===== config.mk =====
export PLATFORM = sky130hd
export DESIGN_NAME = fbsr_core
export DESIGN_NICKNAME = d
export VERILOG_FILES = /design/src/inc/fbsr_pkg.sv /design/src/hdl/fbsr_fifo.sv /design/src/hdl/fbsr_core.sv
export SDC_FILE = /design/constraint.sdc
export NUM_CORES = 1
export LEC_CHECK = 0
export ABC_AREA = 1
export BUFFER_PORTS_ARGS = -buffer_cell sky130_fd_sc_hd__buf_4
export CAP_MARGIN = 20
export CORE_MARGIN = 8
export CORE_UTILIZATION = 40
export DETAILED_ROUTE_END_ITERATION = 8
export GPL_ROUTABILITY_DRIVEN = 0
export GPL_TIMING_DRIVEN = 0
export PLACE_DENSITY = 0.67
export SETUP_SLACK_MARGIN = 0.4
export SYNTH_ARGS = -nofsm -noshare
export SYNTH_HDL_FRONTEND = slang
export SYNTH_SLANG_ARGS = --single-unit

===== constraint.sdc =====
create_clock -name mclk_in -period 4.2 [get_ports mclk_in]
set_clock_uncertainty 0.15 [all_clocks]
set_input_delay 0.84 -clock mclk_in [delete_from_list [all_inputs] [get_ports mclk_in]]
set_output_delay 0.84 -clock mclk_in [all_outputs]
set_load 0.01 [all_outputs]

===== src/inc/fbsr_pkg.sv =====
// shared constants and types for the four-bit shift register
package fbsr_pkg;

    // register geometry
    localparam int FBSR_WIDTH = 4;
    localparam int FBSR_SER_STAGE = 0;
    localparam int FBSR_TOP_STAGE = FBSR_WIDTH - 1;
    localparam logic [FBSR_WIDTH-1:0] FBSR_STAGES_RST = 4'h0;

    // mode control levels
    localparam logic FBSR_MODE_PAR = 1'b1;
    localparam logic FBSR_MODE_SER = 1'b0;

    // fifo in the captured-word path
    localparam int FBSR_FIFO_DEPTH = 16;

    // timing, in ns and in mclk cycles
    localparam int FBSR_CLK_PERIOD_NS = 100;
    localparam int FBSR_PAR_SETUP_NS = 30;
    localparam int FBSR_SER_SETUP_NS = 20;
    localparam int FBSR_PAR_SETUP_RAW =
        (FBSR_PAR_SETUP_NS + FBSR_CLK_PERIOD_NS - 1) / FBSR_CLK_PERIOD_NS;
    localparam int FBSR_SER_SETUP_RAW =
        (FBSR_SER_SETUP_NS + FBSR_CLK_PERIOD_NS - 1) / FBSR_CLK_PERIOD_NS;
    localparam int FBSR_PAR_SETUP_CYC =
        (FBSR_PAR_SETUP_RAW < 1) ? 1 : FBSR_PAR_SETUP_RAW;
    localparam int FBSR_SER_SETUP_CYC =
        (FBSR_SER_SETUP_RAW < 1) ? 1 : FBSR_SER_SETUP_RAW;

    // mode age counter
    localparam int FBSR_AGE_W = 8;
    localparam logic [FBSR_AGE_W-1:0] FBSR_AGE_MAX = 8'hff;
    localparam logic [FBSR_AGE_W-1:0] FBSR_AGE_RST = 8'h00;

    // transfer chosen in a cycle
    typedef enum logic [1:0] {
        FBSR_OP_HOLD,
        FBSR_OP_LOAD,
        FBSR_OP_SHIFT
    } fbsr_op_t;

endpackage


===== src/hdl/fbsr_fifo.sv =====
// fifo for captured register words
`timescale 1ns/100ps
module fbsr_fifo
    import fbsr_pkg::*;
#(
    parameter int WIDTH = FBSR_WIDTH,
    parameter int DEPTH = FBSR_FIFO_DEPTH
) (
    // clock and reset
    input wire logic mclk_in,
    input wire logic rst_in,
    // fill side
    input wire logic in_valid_in,
    output logic in_ready_out,
    input wire logic [WIDTH-1:0] in_data_in,
    // drain side
    output logic out_valid_out,
    input wire logic out_ready_in,
    output logic [WIDTH-1:0] out_data_out
);

    localparam int PW = (DEPTH > 1) ? $clog2(DEPTH) : 1;
    localparam int CW = $clog2(DEPTH + 1);

    typedef struct packed {
        logic [DEPTH-1:0][WIDTH-1:0] mem;
        logic [PW-1:0] wr;
        logic [PW-1:0] rd;
        logic [CW-1:0] count;
    } fbsr_fifo_state_t;

    fbsr_fifo_state_t s_q;
    fbsr_fifo_state_t s_d;
    logic push;
    logic pop;

    // pointer step with wrap
    function automatic logic [PW-1:0] step(input logic [PW-1:0] p);
        step = (p == PW'(DEPTH - 1)) ? '0 : p + 1'b1;
    endfunction

    assign in_ready_out = (s_q.count != CW'(DEPTH));
    assign out_valid_out = (s_q.count != '0);
    assign out_data_out = s_q.mem[s_q.rd];
    assign push = in_valid_in && in_ready_out;
    assign pop = out_valid_out && out_ready_in;

    always_comb begin
        s_d = s_q;
        if (push) begin
            s_d.mem[s_q.wr] = in_data_in;
            s_d.wr = step(s_q.wr);
        end
        if (pop) begin
            s_d.rd = step(s_q.rd);
        end
        case ({push, pop})
            2'b10: s_d.count = s_q.count + 1'b1;
            2'b01: s_d.count = s_q.count - 1'b1;
            default: s_d.count = s_q.count;
        endcase
    end

    always_ff @(posedge mclk_in or posedge rst_in) begin
        if (rst_in) begin
            s_q <= '0;
        end else begin
            s_q <= s_d;
        end
    end

endmodule // fbsr_fifo


===== src/hdl/fbsr_core.sv =====
// four-bit shift register with parallel load and serial shift
//
// Function
// mode high: strobe pulse loads all four parallel inputs into stages.
// mode low: each clock pulse shifts the register contents once.
// transfer happens on the falling edge of the active clock or strobe.
// surrounding logic keeps clock low while mode goes low to high.
// surrounding logic keeps strobe low while mode goes high to low.
// serial shift: stage 0 takes par_in bit 0, each stage feeds next.
// shift left by external wiring, mode high, strobe pulses.
// stages hold and show their value when no active falling edge.
`timescale 1ns/100ps
module fbsr_core
    import fbsr_pkg::*;
#(
    parameter int WIDTH = FBSR_WIDTH,
    parameter int DEPTH = FBSR_FIFO_DEPTH
) (
    // clock and reset
    input wire logic mclk_in,
    input wire logic rst_in,

    // control pins
    input wire logic mode_in,
    input wire logic strobe_in,
    input wire logic shift_clk_in,

    // data pins
    input wire logic [WIDTH-1:0] par_in,
    output logic [WIDTH-1:0] q_out,

    // stream of captured words
    output logic word_valid_out,
    input wire logic word_ready_in,
    output logic [WIDTH-1:0] word_out,
    output logic load_ready_out,

    // status
    input wire logic err_clear_in,
    output logic order_err_out,
    output logic setup_err_out,
    output logic overrun_out
);

    // pin samples, mode age, stages and sticky flags
    typedef struct packed {
        logic strobe;
        logic sclk;
        logic mode;
        logic [FBSR_AGE_W-1:0] mode_age;
        logic [WIDTH-1:0] stages;
        logic order_err;
        logic setup_err;
        logic overrun;
    } fbsr_state_t;

    fbsr_state_t s_q;
    fbsr_state_t s_d;

    // decoded edges and transfer
    fbsr_op_t op;
    logic fall_stb;
    logic fall_clk;
    logic rise_stb;
    logic rise_clk;
    logic mode_up;
    logic mode_down;
    logic push;
    logic fifo_ready;

    // level went from high to low
    function automatic logic fell(input logic was, input logic now);
        fell = was && !now;
    endfunction

    // level went from low to high
    function automatic logic rose(input logic was, input logic now);
        rose = !was && now;
    endfunction

    // true when mode has stood for fewer cycles than needed
    function automatic logic mode_age_short(
        input logic [FBSR_AGE_W-1:0] age,
        input logic changed,
        input int need
    );
        logic [FBSR_AGE_W:0] held;
        held = {1'b0, age} + 1'b1;
        mode_age_short = changed || (held < (FBSR_AGE_W+1)'(need));
    endfunction

    // edge decode
    always_comb begin
        fall_stb = fell(s_q.strobe, strobe_in);
        fall_clk = fell(s_q.sclk, shift_clk_in);
        rise_stb = rose(s_q.strobe, strobe_in);
        rise_clk = rose(s_q.sclk, shift_clk_in);
        mode_up = rose(s_q.mode, mode_in);
        mode_down = fell(s_q.mode, mode_in);
    end

    // transfer selection
    always_comb begin
        op = FBSR_OP_HOLD;
        // a pulse on the idle input is ignored
        if (mode_in == FBSR_MODE_PAR) begin
            if (fall_stb) begin
                op = FBSR_OP_LOAD;
            end
        end else begin
            if (fall_clk) begin
                op = FBSR_OP_SHIFT;
            end
        end
    end

    // next state
    always_comb begin
        s_d = s_q;
        s_d.strobe = strobe_in;
        s_d.sclk = shift_clk_in;
        s_d.mode = mode_in;

        // age of the current mode level, saturating
        if (mode_in != s_q.mode) begin
            s_d.mode_age = FBSR_AGE_RST;
        end else if (s_q.mode_age != FBSR_AGE_MAX) begin
            s_d.mode_age = s_q.mode_age + 1'b1;
        end

        // stage update
        case (op)
            FBSR_OP_LOAD: begin
                s_d.stages = par_in;
            end
            FBSR_OP_SHIFT: begin
                s_d.stages = {s_q.stages[WIDTH-2:0],
                    par_in[FBSR_SER_STAGE]};
            end
            FBSR_OP_HOLD: begin
                s_d.stages = s_q.stages;
            end
            default: begin
                s_d.stages = s_q.stages;
            end
        endcase

        // sticky flags, clear first so a new event wins
        if (err_clear_in) begin
            s_d.order_err = 1'b0;
            s_d.setup_err = 1'b0;
            s_d.overrun = 1'b0;
        end

        // mode changed while the pulse input was high
        if (mode_up && (shift_clk_in || s_q.sclk)) begin
            s_d.order_err = 1'b1;
        end
        if (mode_down && (strobe_in || s_q.strobe)) begin
            s_d.order_err = 1'b1;
        end

        // pulse began before mode was settled long enough
        if (rise_stb && (mode_in == FBSR_MODE_PAR) &&
            (mode_age_short(s_q.mode_age, mode_up, FBSR_PAR_SETUP_CYC))) begin
            s_d.setup_err = 1'b1;
        end
        if (rise_clk && (mode_in == FBSR_MODE_SER) &&
            (mode_age_short(s_q.mode_age, mode_down,
                FBSR_SER_SETUP_CYC))) begin
            s_d.setup_err = 1'b1;
        end

        // captured word found the fifo full
        if (push && !fifo_ready) begin
            s_d.overrun = 1'b1;
        end
    end

    // state register; pin samples reset low so idle pins show no edge
    always_ff @(posedge mclk_in or posedge rst_in) begin
        if (rst_in) begin
            s_q.strobe <= 1'b0;
            s_q.sclk <= 1'b0;
            s_q.mode <= FBSR_MODE_SER;
            s_q.mode_age <= FBSR_AGE_RST;
            s_q.stages <= FBSR_STAGES_RST;
            s_q.order_err <= 1'b0;
            s_q.setup_err <= 1'b0;
            s_q.overrun <= 1'b0;
        end else begin
            s_q <= s_d;
        end
    end

    // every transfer offers the new word to the fifo
    assign push = (op != FBSR_OP_HOLD);

    // a full fifo drops the word but the stages still move
    fbsr_fifo #(
        .WIDTH(WIDTH),
        .DEPTH(DEPTH)
    ) fbsr_fifo_inst (
        .mclk_in(mclk_in),
        .rst_in(rst_in),
        .in_valid_in(push),
        .in_ready_out(fifo_ready),
        .in_data_in(s_d.stages),
        .out_valid_out(word_valid_out),
        .out_ready_in(word_ready_in),
        .out_data_out(word_out)
    );

    // outputs
    assign q_out = s_q.stages;
    assign load_ready_out = fifo_ready;
    assign order_err_out = s_q.order_err;
    assign setup_err_out = s_q.setup_err;
    assign overrun_out = s_q.overrun;

endmodule // fbsr_core


# [Word-level counts from Yosys, hierarchy flattened]
# Cells that the tools add are included.
[classes] order_cmp=4 add_sub_neg=6 n_eq_ne=9 muxes=20 n_reduce_logical=34 bitwise=1
[op_table] op="$bwmux 64" count=1
[op_table] op="$bmux 4 s4" count=1
[op_table] op="$demux 4 s4" count=1
[op_table] op="$logic_and 1x1->1" count=16
[op_table] op="$mux 4" count=4
[op_table] op="$mux 8" count=2
[op_table] op="$lt 4x5->1 const B" count=2
[op_table] op="$pmux 5 s2" count=1
[op_table] op="$add 8x1->9 const B" count=1
[op_table] op="$lt 9x1->1 const B" count=1
[op_table] op="$add 4x1->4 const B" count=2
[op_table] op="$add 8x1->8 const B" count=1
[op_table] op="$eq 4x4->1 const B" count=2
[op_table] op="$ne 8x8->1 const B" count=1
[op_table] op="$pmux 4 s2" count=1
[op_table] op="$reduce_bool 2->1" count=4
[op_table] op="$logic_not 1->1" count=7
[op_table] op="$mux 1" count=6
[op_table] op="$reduce_bool 3->1" count=2
[op_table] op="$add 5x1->5 const B" count=1
[op_table] op="$ne 5x5->1 const B" count=1
[op_table] op="$reduce_bool 5->1" count=1
[op_table] op="$sub 5x1->5 const B" count=1
[op_table] op="$eq 2x1->1 const B" count=2
[op_table] op="other kinds (7)" count=12
[totals] regBits=95 wordCells=101 out_inout_bits=13 inputBits=11

# [Longest topological paths before layout]
[logic_depth] depth_word=8 ltp_mapped=14 ltp_nobuf=13

# [Cells and area by module]
# Synthesis repeated with hierarchy kept, for this count alone.
[unflattened] cells_unflattened=681 hier_area_um2=5206.2
[by_module_without_submodules] module="fbsr_fifo" instances=1 area_per_inst_um2=4207.8 cells_per_inst=559
[by_module_without_submodules] module="fbsr_core" instances=1 area_per_inst_um2=998.5 cells_per_inst=122

# [Worst setup path after synthesis]
# OpenSTA, ideal clock, no wires.
[synth_path] kind="input port to flip-flop" from="input port shift_clk_in" to="register fbsr_fifo_inst.s_q[4] in the netlist's numbering" setup_ns=0.131 cell_stages=12 slack_ns=1.447 arrival_time_ns=2.473 path_cell_list="inv_1 > nand3_4 > nand2_4 > nand2_4 > buf_12 > ha_1 > ha_1 > a21oi_1 > o21bai_1 > a21oi_1 > o21ai_0 > xor2_1"
[synth_between] elab_chain_len=8
[synth_rtl] element="from (decl)" line="fbsr_core.sv:26" text="input wire logic shift_clk_in,"
[synth_rtl] element="$logic_not 1->1 (*)" line="fbsr_core.sv:73" text="fell = was && !now;"
[synth_rtl] element="$logic_and 1x1->1 (*)" line="fbsr_core.sv:73"
[synth_rtl] element="$mux 2 (*)" line="fbsr_core.sv:111" text="if (fall_clk) begin"
[synth_rtl] element="$mux 2 (*)" line="fbsr_core.sv:106" text="if (mode_in == FBSR_MODE_PAR) begin"
[synth_rtl] element="$reduce_bool 2->1 (*)" line="fbsr_core.sv:197" text="assign push = (op != FBSR_OP_HOLD);"
[synth_rtl] element="$logic_and 1x1->1 (*)" line="fbsr_fifo.sv:45" text="assign push = in_valid_in && in_ready_out;"
[synth_rtl] element="$eq 2x1->1 or $eq 2x2->1 (tied branches)" line="fbsr_fifo.sv:57" text="case ({push, pop})"
[synth_rtl] element="$pmux 5 s2 or $reduce_bool 2->1 (tied branches)"
[synth_rtl] element="to (signal assigned)" line="fbsr_fifo.sv:66" text="s_q <= '0;"
[synth_rtl] element="to (signal assigned)" line="fbsr_fifo.sv:68" text="s_q <= s_d;"
[synth_rtl] element="to (decl)" line="fbsr_fifo.sv:32" text="fbsr_fifo_state_t s_q;"
# Every way passes the cells marked *; elsewhere a longest branch is shown, timed or not.
# A chain may end at the register's enable or synchronous reset.

# [Worst setup path in the final report]
[layout_path] from="register fbsr_fifo_inst.s_q[5] in the netlist's numbering" to="output port word_out[2]"
[layout_between] elab_chain_len=2
[layout_rtl] element="$bmux 4 s4" line="fbsr_fifo.sv:44" text="assign out_data_out = s_q.mem[s_q.rd];"
[layout_rtl] element="$mux 4 (implied by the code)" line="fbsr_fifo.sv:44"
[layout_rtl] element="to (decl)" line="fbsr_core.sv:35" text="output logic [WIDTH-1:0] word_out,"
# No other way between the ends. The select of a mux whose other input is x is not followed.

==> flow_metrics.py <==
metrics = {
    "layout": {
        "fin_cells": 744,
        "area_delta_synth_final_pct": 14.3,
        "layout-drive-gt1-share": 0.132,
        "n_antenna_cell": 0,
        "nets": 617,
        "fillers": 1134,
    },
    "floorplan": {
        "die_h_um": 125,
        "fp.coreArea_um2": 11800,
        "die_area_um2": 15700,
        "start_util": 0.403,
        "num_rows": 40,
        "io_pins": 24,
        "die_w_um": 125,
    },
    "route": {
        "via_count": 3863,
        "route.detailed.drc": 0,
        "drtIter0Drc": 351,
        "first_pass_iters": 5,
        "ant_nets": 0,
        "viasPerCell": 5.19,
        "wl_per_cell_um": 14.9,
        "wl_um": 11100,
    },
    "sta": {
        "holdWs_ns": 0.330,
        "fin_crit_ns": 3.24,
        "fmax_ghz": 0.309,
        "fin_crit_sh": 0.771,
        "fin_ws_ns": 0.963,
        "relSlewSlack": 0.498,
        "rsz0062_at_grt": "no",
        "tightest_slew_ns": 0.748,
        "drv_slew": 0,
        "setup_viol": 0,
        "report.final.hold_viol_count": 0,
    },
    "global_routing": {
        "grt.overflow.total": 0,
        "grt_pass1_vias": 3828,
        "grt_pass1_wl_um": 19000,
        "grt_max_degree": 70,
        "grt_use_total": 0.150,
        "antenna_found_initial": 0,
    },
    "place": {
        "placedCellCount": 729,
        "placement.io_buffers": 23,
        "dpl_worst_slack_ns": 1.11,
        "hpwlAfterDp_um": 7910,
    },
    "pwr": {
        "powerDensity_nw_per_um2": 668,
        "power_uw": 3640,
        "p_leak_uw": 0.00268,
        "ir_drop_mv": 0.320,
    },
    "cts": {
        "root_buffer": "clkbuf_16",
        "clock-sinks": 95,
        "cts_made_buffers": 9,
        "cts.hold.buffers_added": 0,
        "clk_pin_slew_worst_paths_ns": 0.07,
        "cts_max_path_buffers": 2,
        "clk_latency_ns": 0.34,
        "cts_tree": "built",
        "postCtsSetupBuffers": 0,
        "cts-resized-gates": 0,
        "htree_levels": 3,
    },
    "setup_path": {
        "cp_data_required_time_ns": 3.21,
        "worstPathCellList": "buf_2, clkbuf_1, o21ai_0, a21oi_1, a21oi_1, o21ai_0, buf_4",
        "cp_max_fo": 10,
        "crit_buf_inv": 3,
        "rr_worst_depth": 11,
        "cp_top_family": "buffers and inverters",
        "endpoint_kind": "output port",
        "crit_arrival_ns": 2.25,
        "cpPeakStageDelay_ns": 0.45,
        "critical_path_cell_count": 7,
        "start_kind": "flip-flop",
        "slowest_stage": "clkbuf_1",
        "worst-setup-path-type": "reg2out",
    },
    "status": {
        "status": "finished, final reports clean",
    },
    "yosys": {
        "avgSynthCellArea_um2": 8.54,
        "synth_nets": 582,
        "yosysWarningCount": 0,
        "synth-seq-cells": 95,
        "synth-edff-count": 0,
        "yosysTopAreaCellShare": 0.499,
        "ys_top_cells_by_area": "dfrtp_1, nand2_1, o21ai_0, inv_1, nor2_1",
        "synthArstFlopShare": 1.00,
        "syn_inst": 558,
        "ys.flop_type": "dfrtp_1",
        "yosysSeqAreaShare": 0.499,
        "synth_area_um2": 4770,
        "ys_types": 34,
        "synth_largest_area_cell": "dfrtp_1",
    },
    "hold_path": {
        "hold_class": "in2async",
    },
    "run": {
        "max-cap-violations": 0,
    },
}
cells in the mapped netlist, types with 2 or more instances:
| library cell | n |
|---|---|
| nand2_1 | 137 |
| nor3_2 | 3 |
| nor2_8 | 2 |
| nand2_4 | 10 |
| clkbuf_1 | 7 |
| xor2_1 | 4 |
| o221ai_1 | 10 |
| o21ai_1 | 8 |
| inv_1 | 49 |
| nor2_1 | 45 |
| buf_4 | 5 |
| buf_2 | 8 |
| dfrtp_1 | 95 |
| o21ai_0 | 91 |
| a31oi_1 | 2 |
| nand3_1 | 26 |
| xnor2_1 | 2 |
| a21oi_1 | 14 |
| ha_1 | 12 |
| nor2_2 | 4 |
| o22ai_1 | 3 |
| nand4_1 | 2 |
| nor3_1 | 4 |
| o21a_1 | 5 |
worst paths after layout:
kind / startpoint / endpoint / slack, ns
setup / recovery: fbsr_fifo_inst.s_q[5] / word_out[2] / 0.96
hold / removal: rst_in / q_out[2] / 0.33
setup reg to reg: fbsr_fifo_inst.s_q[1] / fbsr_fifo_inst.s_q[4] / 1.39
hold reg to reg: fbsr_fifo_inst.s_q[64] / fbsr_fifo_inst.s_q[64] / 0.34
max in group asynchronous: rst_in / fbsr_fifo_inst.s_q[57] / 2.92
min in group mclk_in: fbsr_fifo_inst.s_q[64] / fbsr_fifo_inst.s_q[64] / 0.34
sequential cells by signal, indices dropped and copies added, names as in the netlist:
name / flops
s_q: 11
order_err_out: 1
fbsr_fifo_inst.s_q: 77
overrun_out: 1
q_out: 4
setup_err_out: 1
power breakdown:
part           internal (uW)  switching [uW]
clock                    462             353
combinational            523             862
sequential              1220             214
total                   2210            1430
layer usage:
layer	GRT usage	routed length [um]	vias to the layer above
met5	0	0	-
met4	0.0652	293	0
met3	0.0353	616	21
met2	0.232	5090	102
met1	0.196	5050	1837
li1	-	-	1903
kinds of logic after synthesis:
| kind of cell | Yosys count | share of synthesized area |
|---|---|---|
| AO/OA/AOI/OAI | 135 | 0.155 |
| XOR/XNOR | 6 | 0.0110 |
| adder cells (fa/ha/maj) | 13 | 0.0357 |
| buffers and inverters | 71 | 0.0654 |
| flip-flops | 95 | 0.499 |
| AND/OR/NAND/NOR | 238 | 0.234 |
placed cells by master, fill, tap and decap left out, drive strengths merged:
cell      count
buf          38
nor2         51
or2           1
nand3        28
fa            1
nor3          7
o22ai         3
nand4         2
a31oi         2
a21oi        14
clkinv        2
clkbuf       16
bufinv        1
nor4          1
clkinvlp      1
xor2          4
a32o          1
o21ai        99
xnor2         2
o21a          5
o21bai        1
o221ai       10
nand2       148
dfrtp        95
inv          52
ha           12
area by class of cell:
class                           count  area (um2)  share of cell area
Clock buffer                        9         225              0.0414
Timing Repair Buffer               24         200              0.0368
Inverter                           50         190              0.0349
Tap cell                          147         184              0.0338
Sequential cell                    95        2380               0.436
Multi-Input combinational cell    392        2080               0.381
Buffer                             21         124              0.0227
Clock inverter                      6        68.8              0.0126
metrics by stage:
stage	utilization	setup TNS, ns	instance area (um2)
after floorplan	-	0	4770
after global placement	0.434	-28.64	5120
after detailed placement	0.436	0	5150
after CTS	0.461	0	5450
after global routing	0.461	0	5450
final	0.461	0	5450
Power figures use the tool's default switching activity.
